<file path="config.mk">
export PLATFORM = sky130hd
export DESIGN_NAME = hsl_status_limits
export DESIGN_NICKNAME = d
export VERILOG_FILES = /design/src/core/hsl_pkg.sv /design/src/core/hsl_status_limits.sv
export SDC_FILE = /design/constraint.sdc
export NUM_CORES = 1
export LEC_CHECK = 0
export ABC_CLOCK_PERIOD_IN_PS = 2000
export BUFFER_PORTS_ARGS = -buffer_cell sky130_fd_sc_hd__buf_4
export CORE_ASPECT_RATIO = 1.25
export CORE_MARGIN = 5
export CORE_UTILIZATION = 52
export DETAILED_ROUTE_END_ITERATION = 10
export HOLD_SLACK_MARGIN = 0.12
export PLACE_DENSITY = 0.84
export SLEW_MARGIN = 5
export SYNTH_ARGS = -nofsm -noshare
export SYNTH_HDL_FRONTEND = slang
export SYNTH_SLANG_ARGS = --single-unit
</file>
<file path="constraint.sdc">
create_clock -name clock_i -period 2 [get_ports clock_i]
set_clock_uncertainty 0.05 [all_clocks]
set_input_delay 0.3 -clock clock_i [delete_from_list [all_inputs] [get_ports clock_i]]
set_output_delay 0.3 -clock clock_i [all_outputs]
set_load 0.05 [all_outputs]
</file>
<file path="src/core/hsl_pkg.sv">
/*
 * Shared constants for the hot-swap status and limits command bank:
 * command codes, field widths, status bit positions, reset values,
 * step timing and the turn-on/turn-off sequencer states.
 * Assumes a single 40 MHz device clock.
 */
package hsl_pkg;

	// Command codes as seen on the management bus
	localparam logic [7:0] CMD_CLEAR_FAULTS = 8'h03;
	localparam logic [7:0] CMD_PG_ON        = 8'h5E;
	localparam logic [7:0] CMD_PG_OFF       = 8'h5F;
	localparam logic [7:0] CMD_STARTUP_LAG  = 8'h60;
	localparam logic [7:0] CMD_SHUTDOWN_LAG = 8'h64;
	localparam logic [7:0] CMD_PWR_WARN     = 8'h6A;
	localparam logic [7:0] CMD_STATUS_BYTE  = 8'h78;
	localparam logic [7:0] CMD_STATUS_WORD  = 8'h79;

	// Field widths, all fields sit at bit 0
	localparam int DATA_W = 16;
	localparam int PG_W   = 10;
	localparam int LAG_W  = 8;
	localparam int PWR_W  = 14;
	localparam int STAT_W = 8;
	localparam int FLAG_W = 5;

	// Summary status bit positions
	localparam int ST_BUSY = 7;
	localparam int ST_OFF  = 6;
	localparam int ST_OC   = 4;
	localparam int ST_UV   = 3;
	localparam int ST_TEMP = 2;
	localparam int ST_COMM = 1;
	localparam int ST_SS   = 0;

	// Reset values of the writable fields
	localparam logic [PG_W-1:0]  PG_ON_RST    = 10'h000;
	localparam logic [PG_W-1:0]  PG_OFF_RST   = 10'h000;
	localparam logic [LAG_W-1:0] LAG_RST      = 8'h00;
	localparam logic [PWR_W-1:0] PWR_WARN_RST = 14'h3FFF;

	// Lag step timing
	localparam int CLK_PERIOD_NS = 25;
	localparam int STEP_TIME_NS  = 100000;
	localparam int TICK_CYCLES   = (STEP_TIME_NS + CLK_PERIOD_NS - 1) / CLK_PERIOD_NS;
	localparam int TICK_W        = 12;

	typedef enum logic [1:0] {
		SEQ_OFF,
		SEQ_ON_WAIT,
		SEQ_ON,
		SEQ_OFF_WAIT
	} hsl_seq_t;

endpackage

</file>
<file path="src/core/hsl_status_limits.sv">
/*
 * Hot-swap command bank: power-good thresholds, startup and shutdown
 * lags driving the output ramp request, input power warning limit and
 * the summary status byte with latched fault flags.
 * Assumes command decode of the management bus happens upstream and
 * arrives as one-cycle write and read strobes; fault events come from
 * logic on the same clock, the enable comes straight from a pin.
 */
`timescale 1ns/1ps

// Functional notes
// - Power-good falling threshold: 10-bit field, 62.5 mV steps, drops power-good.
// - Reserved bits ignore writes and always read back as zero.
// - Enable rise waits startup lag (0.1 ms steps) before raising ramp.
// - Enable fall waits shutdown lag (0.1 ms steps) before dropping ramp.
// - Input power warning limit: 14-bit field, 4 W steps, warning threshold.
// - Status bit 7 shows memory busy; writes are ignored meanwhile.
// - Status bit 6 reads one whenever the output is off.
// - Status bit 4 latches over-current trip until clear-faults command.
// - Status bit 3 latches input under-voltage until clear-faults.
// - Status bit 2 latches over-temperature fault or warning until clear-faults.
// - Status bit 1 latches any communication fault until clear-faults.
// - Status bit 0 set when soft-start below 340 mV at timeout.
// - Status byte is read-only; fault bits zero when nothing occurred.
// - Status word low byte mirrors the status byte.
// - Power-good rising threshold, same scaling, asserts power-good when reached.
module hsl_status_limits #(
	parameter int TICK_CYCLES = hsl_pkg::TICK_CYCLES
) (
	input  wire logic                       clock_i,
	input  wire logic                       rst_b_i,
	input  wire logic [7:0]                 cmd_i,
	input  wire logic                       wr_i,
	input  wire logic [hsl_pkg::DATA_W-1:0] wdata_i,
	input  wire logic                       rd_i,
	input  wire logic                       en_pin_i,
	input  wire logic                       config_memory_busy_flag_i,
	input  wire logic                       prot_off_i,
	input  wire logic                       cmd_off_i,
	input  wire logic                       oc_trip_i,
	input  wire logic                       uv_fault_i,
	input  wire logic                       temp_event_i,
	input  wire logic                       comm_fault_i,
	input  wire logic                       ss_timer_done_i,
	input  wire logic                       ss_below_i,
	input  wire logic [hsl_pkg::PG_W-1:0]   vmon_i,
	input  wire logic [hsl_pkg::PWR_W-1:0]  pin_pwr_i,
	output logic [hsl_pkg::DATA_W-1:0]      rdata_o,
	output logic                            rvalid_o,
	output logic                            ramp_on_o,
	output logic                            power_good_indicator_o,
	output logic                            power_warn_o
);

	// Elaboration check: the tick counter is only TICK_W bits wide
	if (TICK_CYCLES < 1 || TICK_CYCLES > (1 << hsl_pkg::TICK_W))
	begin : g_tick_range
		$error("TICK_CYCLES out of range for the tick counter");
	end

	// Known command codes, used by the bad-write decode only
	function automatic logic cmd_known(input logic [7:0] c);
		cmd_known = (c == hsl_pkg::CMD_PG_ON) || (c == hsl_pkg::CMD_PG_OFF)
			|| (c == hsl_pkg::CMD_STARTUP_LAG) || (c == hsl_pkg::CMD_SHUTDOWN_LAG)
			|| (c == hsl_pkg::CMD_PWR_WARN) || (c == hsl_pkg::CMD_STATUS_BYTE)
			|| (c == hsl_pkg::CMD_STATUS_WORD);
	endfunction

	logic [hsl_pkg::PG_W-1:0]   pg_on_reg;
	logic [hsl_pkg::PG_W-1:0]   pg_off_reg;
	logic [hsl_pkg::LAG_W-1:0]  startup_lag_reg;
	logic [hsl_pkg::LAG_W-1:0]  shutdown_lag_reg;
	logic [hsl_pkg::PWR_W-1:0]  pwr_warn_reg;
	logic [hsl_pkg::FLAG_W-1:0] flag_reg;
	logic                       en_s1_reg;
	logic                       en_s2_reg;
	logic                       en_s3_reg;
	logic                       en_reg;
	hsl_pkg::hsl_seq_t          seq_reg;
	hsl_pkg::hsl_seq_t          seq_next;
	logic [hsl_pkg::TICK_W-1:0] tick_reg;
	logic [hsl_pkg::LAG_W-1:0]  step_reg;
	logic [hsl_pkg::STAT_W-1:0] status_next;
	logic [hsl_pkg::FLAG_W-1:0] event_vec;
	logic                       wr_ok;
	logic                       clear_req;
	logic                       bad_write;
	logic                       force_off;
	logic                       tick;
	logic                       startup_done;
	logic                       shutdown_done;

	// Writes while the memory is busy are dropped without a trace
	assign wr_ok     = wr_i && !config_memory_busy_flag_i;
	assign clear_req = wr_ok && (cmd_i == hsl_pkg::CMD_CLEAR_FAULTS);
	// Writing a read-only or unknown code counts as a comm fault
	assign bad_write = wr_ok && !clear_req && (!cmd_known(cmd_i)
		|| cmd_i == hsl_pkg::CMD_STATUS_BYTE || cmd_i == hsl_pkg::CMD_STATUS_WORD);
	assign force_off = prot_off_i || cmd_off_i;

	// Writable fields; upper bits of the write word are simply not stored
	always_ff @(posedge clock_i)
	begin
		if (!rst_b_i)
		begin
			pg_on_reg        <= hsl_pkg::PG_ON_RST;
			pg_off_reg       <= hsl_pkg::PG_OFF_RST;
			startup_lag_reg  <= hsl_pkg::LAG_RST;
			shutdown_lag_reg <= hsl_pkg::LAG_RST;
			pwr_warn_reg     <= hsl_pkg::PWR_WARN_RST;
		end
		else if (wr_ok)
		begin
			case (cmd_i)
				hsl_pkg::CMD_PG_ON:        pg_on_reg <= wdata_i[hsl_pkg::PG_W-1:0];
				hsl_pkg::CMD_PG_OFF:       pg_off_reg <= wdata_i[hsl_pkg::PG_W-1:0];
				hsl_pkg::CMD_STARTUP_LAG:  startup_lag_reg <= wdata_i[hsl_pkg::LAG_W-1:0];
				hsl_pkg::CMD_SHUTDOWN_LAG: shutdown_lag_reg <= wdata_i[hsl_pkg::LAG_W-1:0];
				hsl_pkg::CMD_PWR_WARN:     pwr_warn_reg <= wdata_i[hsl_pkg::PWR_W-1:0];
				default:                   pg_on_reg <= pg_on_reg;
			endcase
		end
	end

	// Enable pin synchroniser; a change counts once stages two and three agree
	always_ff @(posedge clock_i)
	begin
		if (!rst_b_i)
		begin
			en_s1_reg <= 1'b0;
			en_s2_reg <= 1'b0;
			en_s3_reg <= 1'b0;
			en_reg    <= 1'b0;
		end
		else
		begin
			en_s1_reg <= en_pin_i;
			en_s2_reg <= en_s1_reg;
			en_s3_reg <= en_s2_reg;
			if (en_s2_reg == en_s3_reg)
				en_reg <= en_s3_reg;
		end
	end

	// Step timer from the device clock, restarted on every state change
	assign tick          = (tick_reg == hsl_pkg::TICK_W'(TICK_CYCLES - 1));
	assign startup_done  = (step_reg == startup_lag_reg);
	assign shutdown_done = (step_reg == shutdown_lag_reg);

	always_ff @(posedge clock_i)
	begin
		if (!rst_b_i || seq_next != seq_reg)
		begin
			tick_reg <= '0;
			step_reg <= '0;
		end
		else if (tick)
		begin
			tick_reg <= '0;
			step_reg <= step_reg + hsl_pkg::LAG_W'(1);
		end
		else
			tick_reg <= tick_reg + hsl_pkg::TICK_W'(1);
	end

	// Turn-on/turn-off sequencer; zero lag skips the wait state entirely
	always_comb
	begin
		seq_next = seq_reg;
		case (seq_reg)
			hsl_pkg::SEQ_OFF:
				if (en_reg && !force_off)
					seq_next = (startup_lag_reg == '0) ? hsl_pkg::SEQ_ON
						: hsl_pkg::SEQ_ON_WAIT;
			hsl_pkg::SEQ_ON_WAIT:
				if (!en_reg || force_off)
					seq_next = hsl_pkg::SEQ_OFF;
				else if (startup_done)
					seq_next = hsl_pkg::SEQ_ON;
			hsl_pkg::SEQ_ON:
				if (force_off)
					seq_next = hsl_pkg::SEQ_OFF;
				else if (!en_reg)
					seq_next = (shutdown_lag_reg == '0) ? hsl_pkg::SEQ_OFF
						: hsl_pkg::SEQ_OFF_WAIT;
			hsl_pkg::SEQ_OFF_WAIT:
				if (force_off || shutdown_done)
					seq_next = hsl_pkg::SEQ_OFF;
				else if (en_reg)
					seq_next = hsl_pkg::SEQ_ON;
			default:
				seq_next = hsl_pkg::SEQ_OFF;
		endcase
	end

	always_ff @(posedge clock_i)
	begin
		if (!rst_b_i)
			seq_reg <= hsl_pkg::SEQ_OFF;
		else
			seq_reg <= seq_next;
	end

	// Ramp request held through the shutdown wait, so it drops at its end unless forced off earlier
	always_ff @(posedge clock_i)
	begin
		if (!rst_b_i)
			ramp_on_o <= 1'b0;
		else
			ramp_on_o <= (seq_next == hsl_pkg::SEQ_ON) || (seq_next == hsl_pkg::SEQ_OFF_WAIT);
	end

	// Power-good hysteresis and input power warning comparators
	always_ff @(posedge clock_i)
	begin
		if (!rst_b_i)
			power_good_indicator_o <= 1'b0;
		else if (vmon_i >= pg_on_reg)
			power_good_indicator_o <= 1'b1;
		else if (vmon_i <= pg_off_reg)
			power_good_indicator_o <= 1'b0;
	end

	always_ff @(posedge clock_i)
	begin
		if (!rst_b_i)
			power_warn_o <= 1'b0;
		else
			power_warn_o <= (pin_pwr_i > pwr_warn_reg);
	end

	// Latched fault flags; a new event beats a clear in the same cycle
	assign event_vec[hsl_pkg::ST_OC]   = oc_trip_i;
	assign event_vec[hsl_pkg::ST_UV]   = uv_fault_i;
	assign event_vec[hsl_pkg::ST_TEMP] = temp_event_i;
	assign event_vec[hsl_pkg::ST_COMM] = comm_fault_i || bad_write;
	assign event_vec[hsl_pkg::ST_SS]   = ss_timer_done_i && ss_below_i;

	always_ff @(posedge clock_i)
	begin
		if (!rst_b_i)
			flag_reg <= '0;
		else
			flag_reg <= event_vec | (flag_reg & ~{hsl_pkg::FLAG_W{clear_req}});
	end

	// Status byte: live busy and off bits, bit 5 reserved
	always_comb
	begin
		status_next                   = '0;
		status_next[hsl_pkg::FLAG_W-1:0] = flag_reg;
		status_next[hsl_pkg::ST_BUSY] = config_memory_busy_flag_i;
		status_next[hsl_pkg::ST_OFF]  = !ramp_on_o;
	end

	// Read port: one-cycle answer, reserved bits padded with zeros
	always_ff @(posedge clock_i)
	begin
		if (!rst_b_i)
		begin
			rdata_o  <= '0;
			rvalid_o <= 1'b0;
		end
		else
		begin
			rvalid_o <= rd_i;
			if (rd_i)
			begin
				case (cmd_i)
					hsl_pkg::CMD_PG_ON:        rdata_o <= {6'h00, pg_on_reg};
					hsl_pkg::CMD_PG_OFF:       rdata_o <= {6'h00, pg_off_reg};
					hsl_pkg::CMD_STARTUP_LAG:  rdata_o <= {8'h00, startup_lag_reg};
					hsl_pkg::CMD_SHUTDOWN_LAG: rdata_o <= {8'h00, shutdown_lag_reg};
					hsl_pkg::CMD_PWR_WARN:     rdata_o <= {2'h0, pwr_warn_reg};
					hsl_pkg::CMD_STATUS_BYTE:  rdata_o <= {8'h00, status_next};
					hsl_pkg::CMD_STATUS_WORD:  rdata_o <= {8'h00, status_next};
					default:                   rdata_o <= '0;
				endcase
			end
		end
	end
endmodule

</file>
==> impl_metrics.yaml <==
timing:
  relSlewSlack: 0.5271
  layout_setup_ws_ps: -26.55
  worst_pin_slew_ps: 707.5
  whs_ps: 117.9
  finalMaxSlewViolations: 0
  hold_violations: 0
  rsz0062_at_grt: "yes"
  finalCriticalPeriod_ps: 2027
  fin_setup_tns_ps: -226.0
  setup_viol: 19
  period_share: 1.013
  fmax_mhz: 493.5
die:
  std_cell_rows: 41
  core_area_sq_um: 10110
  dieHeight_um: 123.8
  ios: 82
  die_w_um: 101.1
  start_util: 0.5332
  dieArea_sq_um: 12510
placement:
  post-place-ws_ps: -69.52
  place_congestion: 0.9570
  dp_hpwl_um: 10670
  placed_cell_area_sq_um: 6257
  port_buffers: 77
logic_synthesis:
  syn_inst: 597
  synth_compound_area_frac: 0.1604
  synth-seq-cells: 99
  postSynthAreaPerCell_sq_um: 9.027
  synth_area_sq_um: 5389
  ys_seq_area_frac: 0.3678
  synth_top_area_frac: 0.3678
  synth-xor-area-share: 0.05363
  synth_edf_count: 0
  synth_fa_ha_area_frac: 0.08358
  synth_ff_type: "dfxtp_1"
  synth_top_family_by_area: "simple AND/OR/NAND/NOR gates"
  synth_warnings: 0
  synth_cell_types: 57
  synth_top_area_cell: "dfxtp_1"
  synth.area.top_cells: "dfxtp_1 37%, ha_1 8.4%, mux2i_1 7.8%"
  synthSimpleGateAreaFrac: 0.1985
  muxShareOfSynthArea: 0.07801
  async_reset_ff_frac: 0
run_status:
  status: "complete, but fails checks"
  violations: "negative setup slack"
final_layout:
  layout.nets: 780
  final_area_sq_um: 6703
  fill_cells: 777
  area_delta_synth_final_pct: 24.38
  antenna_cells: 0
  register_area_sq_um: 1991
  drive_above_1_share: 0.2274
  utilization: 0.6632
  multi_input_area_sq_um: 3198
detailed_routing:
  vias_per_cell: 5.872
  routed_wl_um: 14510
  drc: 0
  ant_nets: 0
  first_pass_iters: 6
  wire_per_inst_um: 17.80
  vias: 4786
  first_iter_violations: 292
power:
  cellLeakagePower_uw: 0.002780
  peakVddDrop_uv: 354.6
  p_per_area_nw_per_um2: 652.1
clock_tree:
  clock-root-buffer: "clkbuf_16"
  cts.sinks: 99
  htree_levels: 3
  cts_made_buffers: 9
  cts_hold_buf: 0
  cts_tree: "done"
  cts.clk_slew.worst_paths_ps: 60
  clock_latency_ps: 340
  cts_buffer_depth: 2
worst_setup_path:
  crit_required_ps: 2220
  cp.arrival_ps: 2240
  r2r_slack_ps: -30
  worstSetupPathType: "reg -> reg"
  setup.worst_path.start_class: "register"
  worstReg2RegEnd: "tick_reg[3]$_SDFF_PP0_"
  worstSetupEndpointType: "register"
  critical_path.max_fanout: 10
  reg2reg_depth: 7
  r2r-start: "shutdown_lag_reg[7]$_SDFFE_PN0P_"
global_routing:
  grt_pass1_wl_um: 23070
  grt_pass1_vias: 4870
  grt_start_max_net_pins: 80
  grt-ovfl-total: 0
  antenna_found_initial: 0
  gr-usage-all-layers: 0.2313
job:
  cap_violations: 0
min_path:
  min_from: "en_pin_i"
  hold_path.class: "in -> reg"
  hold_end: "en_s1_reg$_SDFF_PN0_"
  hold_depth: 2
==> metrics by stage <==
stage	total power [uW]	cells
2_1_floorplan	2338	598
3_3_place_gp	2526	798
3_5_place_dp	2545	798
4_1_cts	4378	815
5_1_grt	4509	815
6_report	4371	815
==> worst max path at each step <==
| stage | from | end | slack, ps | cells after the start |
|---|---|---|---|---|
| after floorplan | step_reg[3]$_SDFFE_PP0P_ | tick_reg[11]$_SDFF_PP0_ | 70 | 7 |
| after global placement | cmd_i[7] | rdata_o[7]$_SDFFE_PN0P_ | 8 | 5 |
| after detailed placement | cmd_i[7] | rdata_o[0]$_SDFFE_PN0P_ | -70 | 5 |
| after CTS | step_reg[5]$_SDFFE_PP0P_ | step_reg[1]$_SDFFE_PP0P_ | 3 | 7 |
| after global routing | step_reg[1]$_SDFFE_PP0P_ | tick_reg[9]$_SDFF_PP0_ | -140 | 7 |
| final | shutdown_lag_reg[7]$_SDFFE_PN0P_ | tick_reg[3]$_SDFF_PP0_ | -30 | 7 |
==> report_power, final <==
part	total, uW	internal (uW)	switching (uW)
Sequential	2040	2010	29.7
Clock	1840	1130	715
Combinational	492	220	272
Total	4370	3350	1020
==> Yosys cell counts, drive strengths merged, types with 2 or more instances <==
| master | count |
|---|---|
| dfxtp | 99 |
| mux2i | 42 |
| nand2 | 40 |
| inv | 39 |
| ha | 36 |
| nor2b | 36 |
| clkbuf | 25 |
| nor3 | 24 |
| o21ai | 22 |
| xor2 | 21 |
| a21oi | 20 |
| nand3 | 17 |
| o211ai | 17 |
| nor2 | 15 |
| a21boi | 14 |
| buf | 12 |
| xnor2 | 12 |
| nor4 | 11 |
| nand4 | 9 |
| a221oi | 8 |
| a22oi | 8 |
| a21o | 7 |
| and3 | 7 |
| and2 | 6 |
| nand2b | 6 |
| o211a | 5 |
| a31oi | 4 |
| o21a | 3 |
| or3 | 3 |
| and4 | 2 |
| nand3b | 2 |
| nor3b | 2 |
| nor4b | 2 |
| o2111ai | 2 |
| o31ai | 2 |
| o41a | 2 |
| or2 | 2 |
| or4 | 2 |
==> cell families (layout without fill, tap and decap cells) <==
| family | Yosys count | count (layout) |
|---|---|---|
| AO/OA/AOI/OAI | 121 | 121 |
| XOR/XNOR | 33 | 33 |
| adder cells (fa/ha/maj) | 36 | 36 |
| buffers and inverters | 76 | 164 |
| flip-flops | 99 | 99 |
| multiplexers | 42 | 42 |
| other | 1 | 2 |
| AND/OR/NAND/NOR | 189 | 189 |
==> routing by layer <==
metal	wire, um	GRT usage	up-vias
met5	0	0	-
met4	479	0.1097	0
met3	934	0.04090	35
met2	7253	0.3993	179
met1	5841	0.2766	2278
li1	-	-	2294
==> area by class of cell <==
type	instances	share of cell area
Timing Repair Buffer	110	0.1337
Multi-Input combinational cell	423	0.4771
Tap cell	129	0.02408
Clock inverter	2	0.008960
Clock buffer	13	0.03733
Sequential cell	99	0.2970
Inverter	39	0.02184
==> worst max-delay path: stages (launching register included) <==
cell,delay [ps]
dfxtp_2,340
or4_4,550
o21a_1,220
mux2i_1,160
a222oi_1,110
buf_4,190
buf_12,150
nor3_4,180
==> what timing repair did <==
item / in CTS / in global routing
setup endpoints to repair: 20 / 22
cloned: 1 / 0
pin swaps: 3 / 3
setup buffers: 1 / 0
gates resized for setup: 19 / 12
hold endpoints to repair: 0 / 0
==> cells in the final DEF, fill, tap and decap left out, types with 5 or more instances in the layout <==
cell	instances
nand2b_1	6
xor2_1	20
nor2b_1	36
nand4_1	9
a221oi_1	8
inv_1	39
a21boi_1	6
nor4_1	6
o211ai_1	17
a21oi_1	20
nor3_1	15
o21ai_0	22
a22oi_1	8
nor2_1	13
nand3_1	17
mux2i_1	42
a21boi_0	8
nand2_1	40
dfxtp_1	92
and2_1	6
buf_12	5
and3_1	7
ha_1	36
buf_4	104
o211a_1	5
nor3_2	7
a21o_1	7
clkbuf_16	9
dfxtp_2	7
xnor2_1	12
No activity file was read; power rests on OpenSTA's default activity.
